$ cat src/psrls_pkg.sv
// Constants, register map and frame receiver state type of the PHY soft reset and link block
package psrls_pkg;

  // ***************************************************
  // Register offsets (management register numbers)
  // ***************************************************
  localparam logic [4:0] REG_BASIC_MODE_CONTROL  = 5'h00;
  localparam logic [4:0] REG_BASIC_MODE_STATUS   = 5'h01;
  localparam logic [4:0] REG_AUTONEG_ADVERTISE   = 5'h04;
  localparam logic [4:0] REG_CODING_SUBLAYER_CFG = 5'h16;
  localparam logic [4:0] REG_LOOPBACK_BYPASS     = 5'h17;

  // ***************************************************
  // Field positions
  // ***************************************************
  localparam int BMC_SOFT_RESET_BIT  = 15;
  localparam int BMC_SPEED_100_BIT   = 13;
  localparam int BMC_AUTONEG_EN_BIT  = 12;
  localparam int BMS_LINK_STATUS_BIT = 2;
  localparam int BMS_AN_COMPLETE_BIT = 5;
  localparam int CSC_FORCE_GOOD_LINK_BIT = 6;
  localparam int LBC_SCR_BYPASS_BIT  = 12;
  localparam int ADV_100_LO_BIT      = 7;
  localparam int ADV_100_HI_BIT      = 9;

  // ***************************************************
  // Reset values and fixed status content
  // ***************************************************
  localparam logic [15:0] BMC_RESET_VAL  = 16'h3000;
  localparam logic [15:0] ADV_RESET_VAL  = 16'h01E1;
  localparam logic [15:0] CSC_RESET_VAL  = 16'h0000;
  localparam logic [15:0] LBC_RESET_VAL  = 16'h0000;
  localparam logic [15:0] BMS_CAPS       = 16'h7809;
  localparam logic [4:0]  PHYAD_RESET_VAL = 5'h00;

  // ***************************************************
  // Timing
  // ***************************************************
  localparam int CLK_PERIOD_NS  = 25;
  localparam int SRST_TIME_NS   = 5000;
  localparam int SRST_CYC       = SRST_TIME_NS / CLK_PERIOD_NS;
  localparam logic [7:0] SRST_LAST = 8'(SRST_CYC - 1);
  localparam logic [5:0] MDIO_PRE_LEN = 6'h20;

  // Management frame receiver states
  typedef enum logic [2:0] {
    M_IDLE, M_ST, M_HDR, M_TA, M_RDATA, M_WDATA
  } psrls_mstate_t;

endpackage : psrls_pkg

$ cat src/psrls_core.sv
// Management registers, soft reset sequencer and link indication logic
`timescale 1ns/100ps
// Behaviour
// Writing one to bit 15 of register 00h starts a software reset.
// The reset bit clears itself and reads as one while reset runs.
// The software reset finishes about 5 us after the write.
// Finishing a software reset restores every register default.
// A software reset latches the strap inputs again.
// The manager waits 500 us after a reset before the next frame.
// Forced 100 Mb/s with forced good link transmits regardless of link.
// In forced good link 100 Mb/s the link pin follows descrambler lock.
// Descrambler lock is true when bypassed or synchronised to idles.
// Bit 12 of register 17h bypasses the scrambler and descrambler.
// Forced 10 Mb/s takes received energy as link on pin and bit 2.
// Negotiation advertising only 10 Mb/s never completes on 100 stream.
// Transmit clocks of several devices carry no phase alignment.
module psrls_core
  import psrls_pkg::*;
(
  input  wire logic       ref_clk,
  input  wire logic       sys_rst,
  input  wire logic       clk_en,
  input  wire logic       mdc,
  input  wire logic       mdio_in,
  output logic            mdio_out,
  output logic            mdio_oe,
  input  wire logic [4:0] strap_phyad,
  input  wire logic       rx_10m_energy,
  input  wire logic       rx_descr_sync,
  input  wire logic       rx_100m_stream,
  input  wire logic       an_partner_ack,
  output logic            link_indicator_pin,
  output logic            descrambler_lock_flag,
  output logic            scrambler_bypass,
  output logic            tx_enable,
  output logic            soft_reset_busy
);
  // *************************************************
  // State record
  // *************************************************
  typedef struct packed {
    logic          mdc_q;
    psrls_mstate_t mst;
    logic [5:0]    pre_cnt;
    logic [3:0]    bit_cnt;
    logic [15:0]   sh;
    logic [15:0]   dout;
    logic [4:0]    ra;
    logic          rd;
    logic          mdio_o;
    logic          mdio_en;
    logic [15:0]   bmc;
    logic [15:0]   adv;
    logic [15:0]   csc;
    logic [15:0]   lbc;
    logic [4:0]    phyad;
    logic          strap_pend;
    logic          busy;
    logic [7:0]    rst_cnt;
    logic          link;
    logic          lock;
    logic          byp;
    logic          txen;
  } psrls_state_t;
  psrls_state_t s_q, s_d;
  logic        mdc_rise;
  logic        forced_100;
  logic        forced_10;
  logic        force_good;
  logic        lock_now;
  logic        an_done;
  logic        adv_100;
  logic [15:0] bmc_view;
  logic [15:0] bms_view;
  logic [15:0] rd_val;
  logic [11:0] hdr;
  logic [15:0] wdat;
  // *************************************************
  // Mode decode and live status
  // *************************************************
  always_comb begin
    mdc_rise   = mdc & ~s_q.mdc_q;
    forced_100 = ~s_q.bmc[BMC_AUTONEG_EN_BIT] & s_q.bmc[BMC_SPEED_100_BIT];
    forced_10  = ~s_q.bmc[BMC_AUTONEG_EN_BIT] & ~s_q.bmc[BMC_SPEED_100_BIT];
    force_good = s_q.csc[CSC_FORCE_GOOD_LINK_BIT];
    lock_now   = s_q.lbc[LBC_SCR_BYPASS_BIT] | rx_descr_sync;
    adv_100    = |s_q.adv[ADV_100_HI_BIT:ADV_100_LO_BIT];
    // A 100 stream seen while only 10 is offered blocks completion
    an_done    = s_q.bmc[BMC_AUTONEG_EN_BIT] & an_partner_ack
                 & ~(rx_100m_stream & ~adv_100);
    bmc_view   = s_q.bmc;
    bmc_view[BMC_SOFT_RESET_BIT] = s_q.busy;
    bms_view   = BMS_CAPS;
    bms_view[BMS_LINK_STATUS_BIT] = s_q.link;
    bms_view[BMS_AN_COMPLETE_BIT] = an_done;
    hdr  = {s_q.sh[10:0], mdio_in};
    wdat = {s_q.sh[14:0], mdio_in};
  end
  // Read multiplexer, unmapped registers read as zero
  always_comb begin
    unique case (hdr[4:0])
      REG_BASIC_MODE_CONTROL:  rd_val = bmc_view;
      REG_BASIC_MODE_STATUS:   rd_val = bms_view;
      REG_AUTONEG_ADVERTISE:   rd_val = s_q.adv;
      REG_CODING_SUBLAYER_CFG: rd_val = s_q.csc;
      REG_LOOPBACK_BYPASS:     rd_val = s_q.lbc;
      default:                 rd_val = 16'h0000;
    endcase
  end
  // *************************************************
  // Next state
  // *************************************************
  always_comb begin
    s_d       = s_q;
    s_d.mdc_q = mdc;
    // Straps are caught one clock after the hardware reset lets go
    if (s_q.strap_pend) begin
      s_d.phyad      = strap_phyad;
      s_d.strap_pend = 1'b0;
    end
    // Management frame receiver, advanced on each rising MDC edge
    if (mdc_rise) begin
      unique case (s_q.mst)
        M_IDLE: begin
          if (mdio_in) begin
            if (s_q.pre_cnt != MDIO_PRE_LEN)
              s_d.pre_cnt = s_q.pre_cnt + 6'h01;
          end else begin
            s_d.mst     = (s_q.pre_cnt == MDIO_PRE_LEN) ? M_ST : M_IDLE;
            s_d.pre_cnt = 6'h00;
          end
        end
        M_ST: begin
          s_d.mst     = mdio_in ? M_HDR : M_IDLE;
          s_d.bit_cnt = 4'h0;
        end
        M_HDR: begin
          s_d.sh      = {s_q.sh[14:0], mdio_in};
          s_d.bit_cnt = s_q.bit_cnt + 4'h1;
          if (s_q.bit_cnt == 4'hB) begin
            s_d.bit_cnt = 4'h0;
            s_d.ra      = hdr[4:0];
            s_d.rd      = (hdr[11:10] == 2'b10);
            s_d.dout    = rd_val;
            // Other addresses and bad opcodes leave the pin alone
            if (hdr[9:5] == s_q.phyad && (hdr[11] ^ hdr[10]))
              s_d.mst = M_TA;
            else
              s_d.mst = M_IDLE;
          end
        end
        M_TA: begin
          s_d.bit_cnt = s_q.bit_cnt + 4'h1;
          if (s_q.bit_cnt == 4'h0) begin
            s_d.mdio_en = s_q.rd;
            s_d.mdio_o  = 1'b0;
          end else begin
            s_d.bit_cnt = 4'h0;
            s_d.mst     = s_q.rd ? M_RDATA : M_WDATA;
            s_d.mdio_o  = s_q.rd & s_q.dout[15];
            s_d.dout    = {s_q.dout[14:0], 1'b0};
          end
        end
        M_RDATA: begin
          s_d.bit_cnt = s_q.bit_cnt + 4'h1;
          s_d.mdio_o  = s_q.dout[15];
          s_d.dout    = {s_q.dout[14:0], 1'b0};
          if (s_q.bit_cnt == 4'hF) begin
            s_d.mdio_en = 1'b0;
            s_d.mdio_o  = 1'b0;
            s_d.mst     = M_IDLE;
          end
        end
        M_WDATA: begin
          s_d.sh      = wdat;
          s_d.bit_cnt = s_q.bit_cnt + 4'h1;
          if (s_q.bit_cnt == 4'hF) begin
            s_d.mst = M_IDLE;
            unique case (s_q.ra)
              REG_BASIC_MODE_CONTROL: begin
                s_d.bmc = wdat & ~(16'h0001 << BMC_SOFT_RESET_BIT);
                if (wdat[BMC_SOFT_RESET_BIT] && !s_q.busy) begin
                  s_d.busy    = 1'b1;
                  s_d.rst_cnt = 8'h00;
                end
              end
              REG_AUTONEG_ADVERTISE:   s_d.adv = wdat;
              REG_CODING_SUBLAYER_CFG: s_d.csc = wdat;
              REG_LOOPBACK_BYPASS:     s_d.lbc = wdat;
              default: ;
            endcase
          end
        end
        default: s_d.mst = M_IDLE;
      endcase
    end
    // Soft reset timer; the manager must stay off the bus meanwhile
    if (s_q.busy) begin
      s_d.rst_cnt = s_q.rst_cnt + 8'h01;
      if (s_q.rst_cnt == SRST_LAST) begin
        s_d.busy  = 1'b0;
        s_d.bmc   = BMC_RESET_VAL;
        s_d.adv   = ADV_RESET_VAL;
        s_d.csc   = CSC_RESET_VAL;
        s_d.lbc   = LBC_RESET_VAL;
        s_d.phyad = strap_phyad;
      end
    end
    // Link indication per operating mode
    s_d.lock = lock_now;
    s_d.byp  = s_q.lbc[LBC_SCR_BYPASS_BIT];
    if (forced_100)
      s_d.link = lock_now;
    else if (forced_10)
      s_d.link = rx_10m_energy;
    else
      s_d.link = an_done;
    // Forced good link in forced 100 Mb/s lets data out even with the indicator dark
    s_d.txen = (forced_100 & force_good) | s_d.link;
  end
  // State register; the idle frame state is the all-zero code
  always_ff @(posedge ref_clk or posedge sys_rst) begin
    if (sys_rst) begin
      s_q            <= '0;
      s_q.bmc        <= BMC_RESET_VAL;
      s_q.adv        <= ADV_RESET_VAL;
      s_q.csc        <= CSC_RESET_VAL;
      s_q.lbc        <= LBC_RESET_VAL;
      s_q.phyad      <= PHYAD_RESET_VAL;
      s_q.strap_pend <= 1'b1;
    end else if (clk_en) begin
      s_q <= s_d;
    end
  end
  // Outputs straight from the record; no alignment to other ports R13
  assign mdio_out              = s_q.mdio_o;
  assign mdio_oe               = s_q.mdio_en;
  assign link_indicator_pin    = s_q.link;
  assign descrambler_lock_flag = s_q.lock;
  assign scrambler_bypass      = s_q.byp;
  assign tx_enable             = s_q.txen;
  assign soft_reset_busy       = s_q.busy;

  logic [8:0] busy_age_q; // Reset age; a low enable must not age it
  always_ff @(posedge ref_clk or posedge sys_rst) begin
    if (sys_rst)
      busy_age_q <= 9'h000;
    else if (!s_q.busy)
      busy_age_q <= 9'h000;
    else if (clk_en)
      busy_age_q <= busy_age_q + 9'h001;
  end
endmodule : psrls_core

$ cat config.mk
export PLATFORM = sky130hd
export DESIGN_NAME = psrls_core
export DESIGN_NICKNAME = d
export VERILOG_FILES = /design/src/psrls_pkg.sv /design/src/psrls_core.sv
export SDC_FILE = /design/constraint.sdc
export NUM_CORES = 1
export LEC_CHECK = 0
export BUFFER_PORTS_ARGS = -buffer_cell sky130_fd_sc_hd__buf_2
export CORE_MARGIN = 1.5
export CORE_UTILIZATION = 57
export DETAILED_ROUTE_END_ITERATION = 8
export PLACE_DENSITY = 0.82
export SLEW_MARGIN = 20
export SYNTH_ARGS = -nofsm -noshare
export SYNTH_HDL_FRONTEND = slang
export SYNTH_SLANG_ARGS = --single-unit
$ cat constraint.sdc
create_clock -name ref_clk -period 6.3 [get_ports ref_clk]
set_input_delay 0.315 -clock ref_clk [delete_from_list [all_inputs] [get_ports ref_clk]]
set_output_delay 0.315 -clock ref_clk [all_outputs]
set_load 0.01 [all_outputs]
==> results.rst, run 1 <==
.. list-table::
   :header-rows: 1

   * - Metric
     - Value
   * - Number of buffers inserted for hold repair after clock tree synthesis
     - 0
   * - Maximum number of pins on one net before global-route repair
     - between 70 and 80
   * - Weighted congestion at the end of routability-driven global placement
     - roughly 0.9
   * - Fmax
     - approximately 0.34 GHz
   * - Leakage power of the design
     - 3.36 nW
   * - Maximum buffer depth of the clock tree
     - 2
   * - Element type at the critical path start
     - register
   * - Area taken by flip-flops and latches
     - between 0.003 and 0.004 mm2
   * - Commonest non-fill, non-tap cell in the layout
     - dfrtp_1
   * - Total number of yosys warnings
     - 0
   * - Count of flip-flops with a built-in enable after synthesis
     - 0
   * - Most frequent cells in the layout
     - dfrtp_1 (127), nand2_1 (63), nor2_1 (50)
   * - Worst hold-check slack
     - ~0.11 ns
   * - Total power divided by cell area
     - between 200 and 300 mW/mm2
   * - # rows
     - 39
   * - Number of antenna violations at the first check in global routing
     - 0
   * - Dpl hpwl
     - between 10000 and 15000 um
   * - Wire length of the first global-routing pass
     - 27200 um
   * - # clock sinks
     - about 140
   * - Critical Path Sink Type
     - register
   * - Number of primary I/O pins
     - 21
   * - Maximum clock skew at final layout
     - 0.00758 ns
   * - Filler cells
     - 836
   * - Floorplan core area
     - around 0.011 mm2
   * - Distinct cell type count after synthesis
     - between 60 and 70
   * - Detail Route met3 WL
     - roughly 1400 um
   * - Synthesized net count
     - around 660
   * - WL per Instance
     - 21.2 um
   * - Combinational share of power
     - 0.040
   * - Ranking of synthesized cells by area
     - dfrtp_1 (47%), mux2i_1 (4.6%), mux2_2 (4.5%)
   * - Setup-failing EPs final
     - 0
   * - Share of post-route cells with drive strength above 1
     - 0.176
   * - Switching power summed over all nets
     - about 450 uW
   * - Worst-case headroom to the max-slew limit
     - 0.311
   * - Hold Violations, Final
     - 0
   * - Maximum vdd drop
     - approximately 0.00024 V
   * - Pin slew with the least headroom to its limit
     - roughly 1.0 ns
   * - Met2 routed WL
     - slightly above 8000 um
   * - Starting Density
     - 0.585
   * - Top routing layer in use
     - met4
   * - # resized after CTS
     - 0
   * - Diode insertion count for antenna repair
     - 0
   * - Congestion Overflow GR
     - 0
   * - Drt via density
     - 6.59
   * - Prevailing post-synth register cell
     - dfrtp_1
   * - Net Sw Frac
     - 0.230
   * - Total wire length after detailed routing
     - around 17000 um
   * - Post-DRT Antenna Nets
     - 0
   * - Met1 wire length
     - approximately 6900 um
   * - Syn_area_per_cell
     - roughly 10 um2
   * - Clock power frac
     - 0.503
   * - Overall die width
     - around 110 um
   * - Share of the yosys chip area belonging to registers
     - 0.505
   * - Gate count after technology mapping
     - roughly 640
   * - DRC
     - 0
   * - Simple-gate portion of the synthesized area
     - 0.171
   * - Flip-flop and latch count after synthesis
     - about 140
   * - Area of the die
     - between 0.01 and 0.015 mm2
   * - Number of vias in the routed layout
     - roughly 5.3k
   * - Total area of multi-input combinational cells
     - ~0.0031 mm2
   * - Setup ws final
     - 3.35 ns
   * - Xor-xnor portion of the synthesized cell area
     - 0.0105
   * - Type of the setup path with the least slack
     - register to register
   * - Cell type with the highest aggregate area in the netlist
     - dfrtp_1
   * - First-pass iteration count of the detailed router
     - 5
   * - Detailed router's first-iteration violation count
     - around 570
   * - Critical register-to-register path startpoint
     - s_q[123]
   * - PortBufs
     - 20
   * - Vias in the first global route
     - between 5k and 6k
   * - Total clock buffers created by CTS
     - 17
   * - RSZ-0062 raised after global routing
     - no
   * - Main combinational cell family by area after synthesis
     - simple AND/OR/NAND/NOR gates
   * - Async S/R FF share, synth
     - 1.00
   * - Netlist Area Pre-Place
     - about 0.0067 mm2
   * - Class of the tightest hold or removal check
     - input pin to async pin
   * - Sequential Power Share
     - 0.457
   * - Layout-stage area growth over the synthesis result
     - 10.5%
   * - CP Data Required Time
     - 6.59 ns
   * - Adder-cell area share of the yosys netlist
     - 0.0112
   * - Height of the die
     - roughly 110 um
   * - Status
     - completed
   * - Total Power
     - between 1.5 and 2 mW
   * - Max Transition Viols Final
     - 0
   * - Worst-skew pair later-pin latency
     - approximately 0.42 ns
   * - Arr. time, crit path
     - 3.24 ns
   * - Internal power component
     - between 1.5 and 2 mW
   * - Multiplexer area fraction after synthesis
     - 0.0916
   * - Setup_tns
     - 0 ns
   * - Highest net fanout along the worst path
     - 16
   * - Period utilization
     - 0.468
   * - Master cell of the clock root buffer
     - clkbuf_16
   * - Global-route usage over all layers
     - 0.283
   * - Pre-CTS setup slack
     - 3.48 ns
   * - Fraction of post-synthesis cell area in the top cell type by area
     - 0.474
   * - Worst-path clk slew
     - around 0.060 ns
   * - Fin nets
     - roughly 660
   * - Post-synthesis compound-gate area fraction
     - 0.170
   * - Worst setup path startpoint
     - s_q[123]
   * - Deepest level of the CTS H-tree
     - 4
   * - Minimum clock period
     - about 2.9 ns
   * - Post-CTS Setup Repair Bufs
     - 0
   * - Reported max-cap violation count
     - 0
   * - Clock tree from TritonCTS
     - yes
-- synth_stat cells (all sizes together) (6+ instances only) --
master,n
a21o,6
a21oi,46
a22o,34
a22oi,20
a31o,7
and3,6
and3b,6
buf,22
clkbuf,20
dfrtp,127
dfstp,8
ha,6
inv,11
mux2,27
mux2i,31
nand2,65
nand3,26
nor2,52
nor2b,8
nor3,11
o21ai,27
xor2,6
-- through the flow --
stage	area (um2)	util	instances
3_3_place_gp	6810	0.594	765
2_1_floorplan	6700	-	639
3_5_place_dp	6810	0.594	765
5_1_grt	7410	0.646	797
6_report	7410	0.646	797
4_1_cts	7410	0.646	797
-- path summary, 6_finish.rpt --
| path | endpoint | slack (ns) | cells past startpoint |
|---|---|---|---|
| max | s_q[35] | 3.35 | 6 |
| min in group ref_clk | s_q[18] | 0.12 | 2 |
| max reg2reg | s_q[35] | 3.35 | 6 |
| min reg2reg | s_q[13] | 0.49 | 1 |
| min | s_q[135] | 0.11 | 2 |
| max in group asynchronous | soft_reset_busy | 4.87 | 3 |
-- cells by family (layout without fill, tap and decap cells) --
logic type / Yosys count / after routing
adder cells (fa/ha/maj): 6 / 6
XOR/XNOR: 8 / 8
AND/OR/NAND/NOR: 215 / 215
AO/OA/AOI/OAI: 164 / 164
flip-flops: 135 / 135
buffers and inverters: 53 / 68
multiplexers: 58 / 58
-- layout make-up --
class	instances	area share
timing repair buffer	25	0.0186
clock buffer	20	0.0617
sequential	135	0.457
tap	143	0.0242
inverter	11	0.00591
multi-input combinational	451	0.413
clock inverter	12	0.0191
-- flip-flops by register name, summed over array words and instances, names as in the netlist --
| name | flops |
|---|---|
| s_q | 100 |
| bmc_view | 15 |
| hdr | 11 |
| descrambler_lock_flag | 1 |
| force_good | 1 |
| link_indicator_pin | 1 |
| mdio_oe | 1 |
| mdio_out | 1 |
| s_d | 1 |
| scrambler_bypass | 1 |
| soft_reset_busy | 1 |
| tx_enable | 1 |
-- power by group through the flow --
| stage | registers, mW | clock network (mW) | logic (mW) |
|---|---|---|---|
| CTS | 0.902 | 1.00 | 0.0796 |
| global route | 0.904 | 1.04 | 0.0900 |
| floorplan | 0.910 | 0 | 0.0580 |
| finish | 0.903 | 0.993 | 0.0787 |
| global placement | 0.915 | 0 | 0.0743 |
| detailed placement | 0.917 | 0 | 0.0794 |
-- worst max-delay path, stage by stage, from the launching register on --
cell	delay, ns
dfrtp_1	0.41
ha_1	0.25
and3_1	0.31
and4_1	0.58
and2b_1	0.86
mux2i_1	0.32
nor2_1	0.08
-- metal layers --
layer,track usage,vias up
li1,-,2334
met1,0.368,2590
met2,0.447,276
met3,0.0795,50
met4,0.123,0
met5,0,-
(Power assumes the default switching activity.)
==> run 2, diff against run 1 <==
==> constraint.sdc (replaced) <==
create_clock -name ref_clk -period 3 [get_ports ref_clk]
set_input_delay 0.15 -clock ref_clk [delete_from_list [all_inputs] [get_ports ref_clk]]
set_output_delay 0.15 -clock ref_clk [all_outputs]
set_load 0.01 [all_outputs]
==> run 2 against run 1 <==
Against the previous run: critical path depth is 1 higher; register-to-register slack worse by 2.9 ns; power is 110% higher; sequential share of layout area is 1.2 points lower; clock-buffer cell count is 6 higher; sequential power is 110% higher; critical endpoint is now s_q[46]; flip-flop and latch count stayed put; first-iteration DRC count is 14% lower; non-clock buffer count is 22 higher; die area stayed put; combinational power is 120% higher; largest power group unchanged; via count is 1.0% higher.
==> results.rst, run 2 (synthesis gave the netlist of run 1 again) <==
.. list-table::
   :header-rows: 1

   * - Metric
     - Value
   * - Status
     - completed
   * - WL per Instance
     - 20.7 um
   * - Setup ws final
     - between 0.4 and 0.5 ns
   * - Number of primary I/O pins
     - 21
   * - Number of antenna violations at the first check in global routing
     - 0
   * - Total area of multi-input combinational cells
     - between 0.003 and 0.004 mm2
   * - Share of post-route cells with drive strength above 1
     - 0.192
   * - Maximum clock skew at final layout
     - 0.00640 ns
   * - Pre-CTS setup slack
     - about 0.53 ns
   * - Overall die width
     - 111 um
   * - Global-route usage over all layers
     - 0.287
   * - Critical Path Sink Type
     - register
   * - CP Data Required Time
     - 3.30 ns
   * - Non-Filler Instances
     - between 800 and 900
   * - Maximum number of pins on one net before global-route repair
     - 114
   * - Total clock buffers created by CTS
     - 17
   * - Clock tree from TritonCTS
     - yes
   * - Commonest non-fill, non-tap cell in the layout
     - dfrtp_1
   * - Vias in the first global route
     - about 5.4k
   * - Dpl hpwl
     - ~11000 um
   * - # clock sinks
     - 135
   * - PortBufs
     - 20
   * - Worst-path clk slew
     - approximately 0.06 ns
   * - DRC
     - 0
   * - First-pass iteration count of the detailed router
     - 5
   * - Leakage power of the design
     - approximately 3.5 nW
   * - Post-DRT Antenna Nets
     - 0
   * - Wire length of the first global-routing pass
     - approximately 28000 um
   * - Type of the setup path with the least slack
     - register to register
   * - Setup_tns
     - 0 ns
   * - Deepest level of the CTS H-tree
     - 4
   * - Drt via density
     - roughly 6.5
   * - Minimum clock period
     - ~2.6 ns
   * - Total power divided by cell area
     - approximately 540 mW/mm2
   * - Starting Density
     - 0.585
   * - Worst-skew pair later-pin latency
     - about 0.42 ns
   * - Congestion Overflow GR
     - 0
   * - Class of the tightest hold or removal check
     - input pin to register
   * - Pin slew with the least headroom to its limit
     - around 0.69 ns
   * - Setup-failing EPs final
     - 0
   * - Number of buffers inserted for hold repair after clock tree synthesis
     - 6
   * - Weighted congestion at the end of routability-driven global placement
     - around 0.94
   * - Number of vias in the routed layout
     - 5305
   * - Element type at the critical path start
     - register
   * - Largest register by flop count
     - s_q
   * - Most frequent cells in the layout
     - dfrtp_1 (127), nand2_1 (63), nor2_1 (50)
   * - Fmax
     - about 0.4 GHz
   * - Area of the die
     - ~0.012 mm2
   * - Hold Violations, Final
     - 0
   * - Fin nets
     - roughly 680
   * - Maximum vdd drop
     - about 0.0004 V
   * - Number of flip-flops in the largest register
     - 100
   * - # resized after CTS
     - 0
   * - Master cell of the clock root buffer
     - clkbuf_16
   * - Area taken by flip-flops and latches
     - 0.00339 mm2
   * - Max Transition Viols Final
     - 0
   * - Worst-case headroom to the max-slew limit
     - 0.542
   * - # rows
     - 39
   * - Highest net fanout along the worst path
     - 10
   * - Total instance count after detailed placement
     - 781
   * - Detailed router's first-iteration violation count
     - approximately 500
   * - Height of the die
     - roughly 110 um
   * - Arr. time, crit path
     - around 2.9 ns
   * - Layout-stage area growth over the synthesis result
     - 13.3%
   * - Reported max-cap violation count
     - 0
   * - Diode insertion count for antenna repair
     - 0
   * - Period utilization
     - 0.857
   * - Floorplan core area
     - between 0.01 and 0.015 mm2
   * - Maximum buffer depth of the clock tree
     - 2
   * - Total wire length after detailed routing
     - roughly 17000 um
   * - Filler cells
     - a little over 800
   * - Post-CTS Setup Repair Bufs
     - 0
   * - RSZ-0062 raised after global routing
     - no
==> run 2: cell count changes in the layout (fill, tap and decap cells not counted), moves of 2 or more <==
cell           delta
buf_12            +2
buf_4            +14
dlygate4sd3_1     +6
clkinvlp_4        +2
inv_6             -4
clkinv_4          -3
clkbuf_8          +5
==> run 2: critical path, stage by stage (launching register included) <==
cell     delay (ns)
dfrtp_1        0.40
ha_1           0.25
and3_1         0.34
and4_1         0.49
and2b_1        0.46
buf_12         0.21
mux2i_1        0.22
nor2_1         0.06
==> run 2: power breakdown <==
| part | internal (mW) | total (mW) | switching [mW] |
|---|---|---|---|
| clock | 1.29 | 2.05 | 0.759 |
| combinational | 0.0683 | 0.176 | 0.108 |
| sequential | 1.86 | 1.89 | 0.0386 |
| total | 3.22 | 4.12 | 0.906 |
==> run 2: worst paths after layout <==
| path | start | end | slack (ns) | cells after the start |
|---|---|---|---|---|
| hold reg to reg | s_q[13] | s_q[13] | 0.48 | 1 |
| setup / recovery | s_q[123] | s_q[46] | 0.43 | 7 |
| min in group asynchronous | sys_rst | s_q[127] | 0.32 | 3 |
| hold / removal | mdc | s_q[136] | 0.02 | 2 |
| max in group asynchronous | sys_rst | bmc_view[1] | 1.74 | 4 |
| setup reg to reg | s_q[123] | s_q[46] | 0.43 | 7 |
==> run 2: routing by layer <==
metal / up-vias / share of wire / global-route usage
li1: 2372 / - / -
met1: 2667 / 0.42 / 0.375
met2: 215 / 0.49 / 0.461
met3: 51 / 0.065 / 0.0555
met4: 0 / 0.034 / 0.149
met5: - / 0 / 0
==> run 2: final cells by class <==
class | instances | share of cell area
repair buffers | 47 | 0.0451
clock buffers | 26 | 0.0697
inverters | 11 | 0.00593
clock inverters | 6 | 0.00823
flip-flops and latches | 135 | 0.446
well taps | 143 | 0.0235
multi-input cells | 451 | 0.402
==> run 2: through the flow <==
step                      area [um2]  power, mW  hold WS (ns)  utilization
after CTS                       7600       4.13       0.00911        0.663
after global placement          6950       2.08         0.219        0.606
after floorplan                 6710       2.03         0.302            -
final                           7600       4.12        0.0197        0.663
after detailed placement        6950       2.10         0.228        0.606
after global routing            7600       4.25        0.0296        0.663
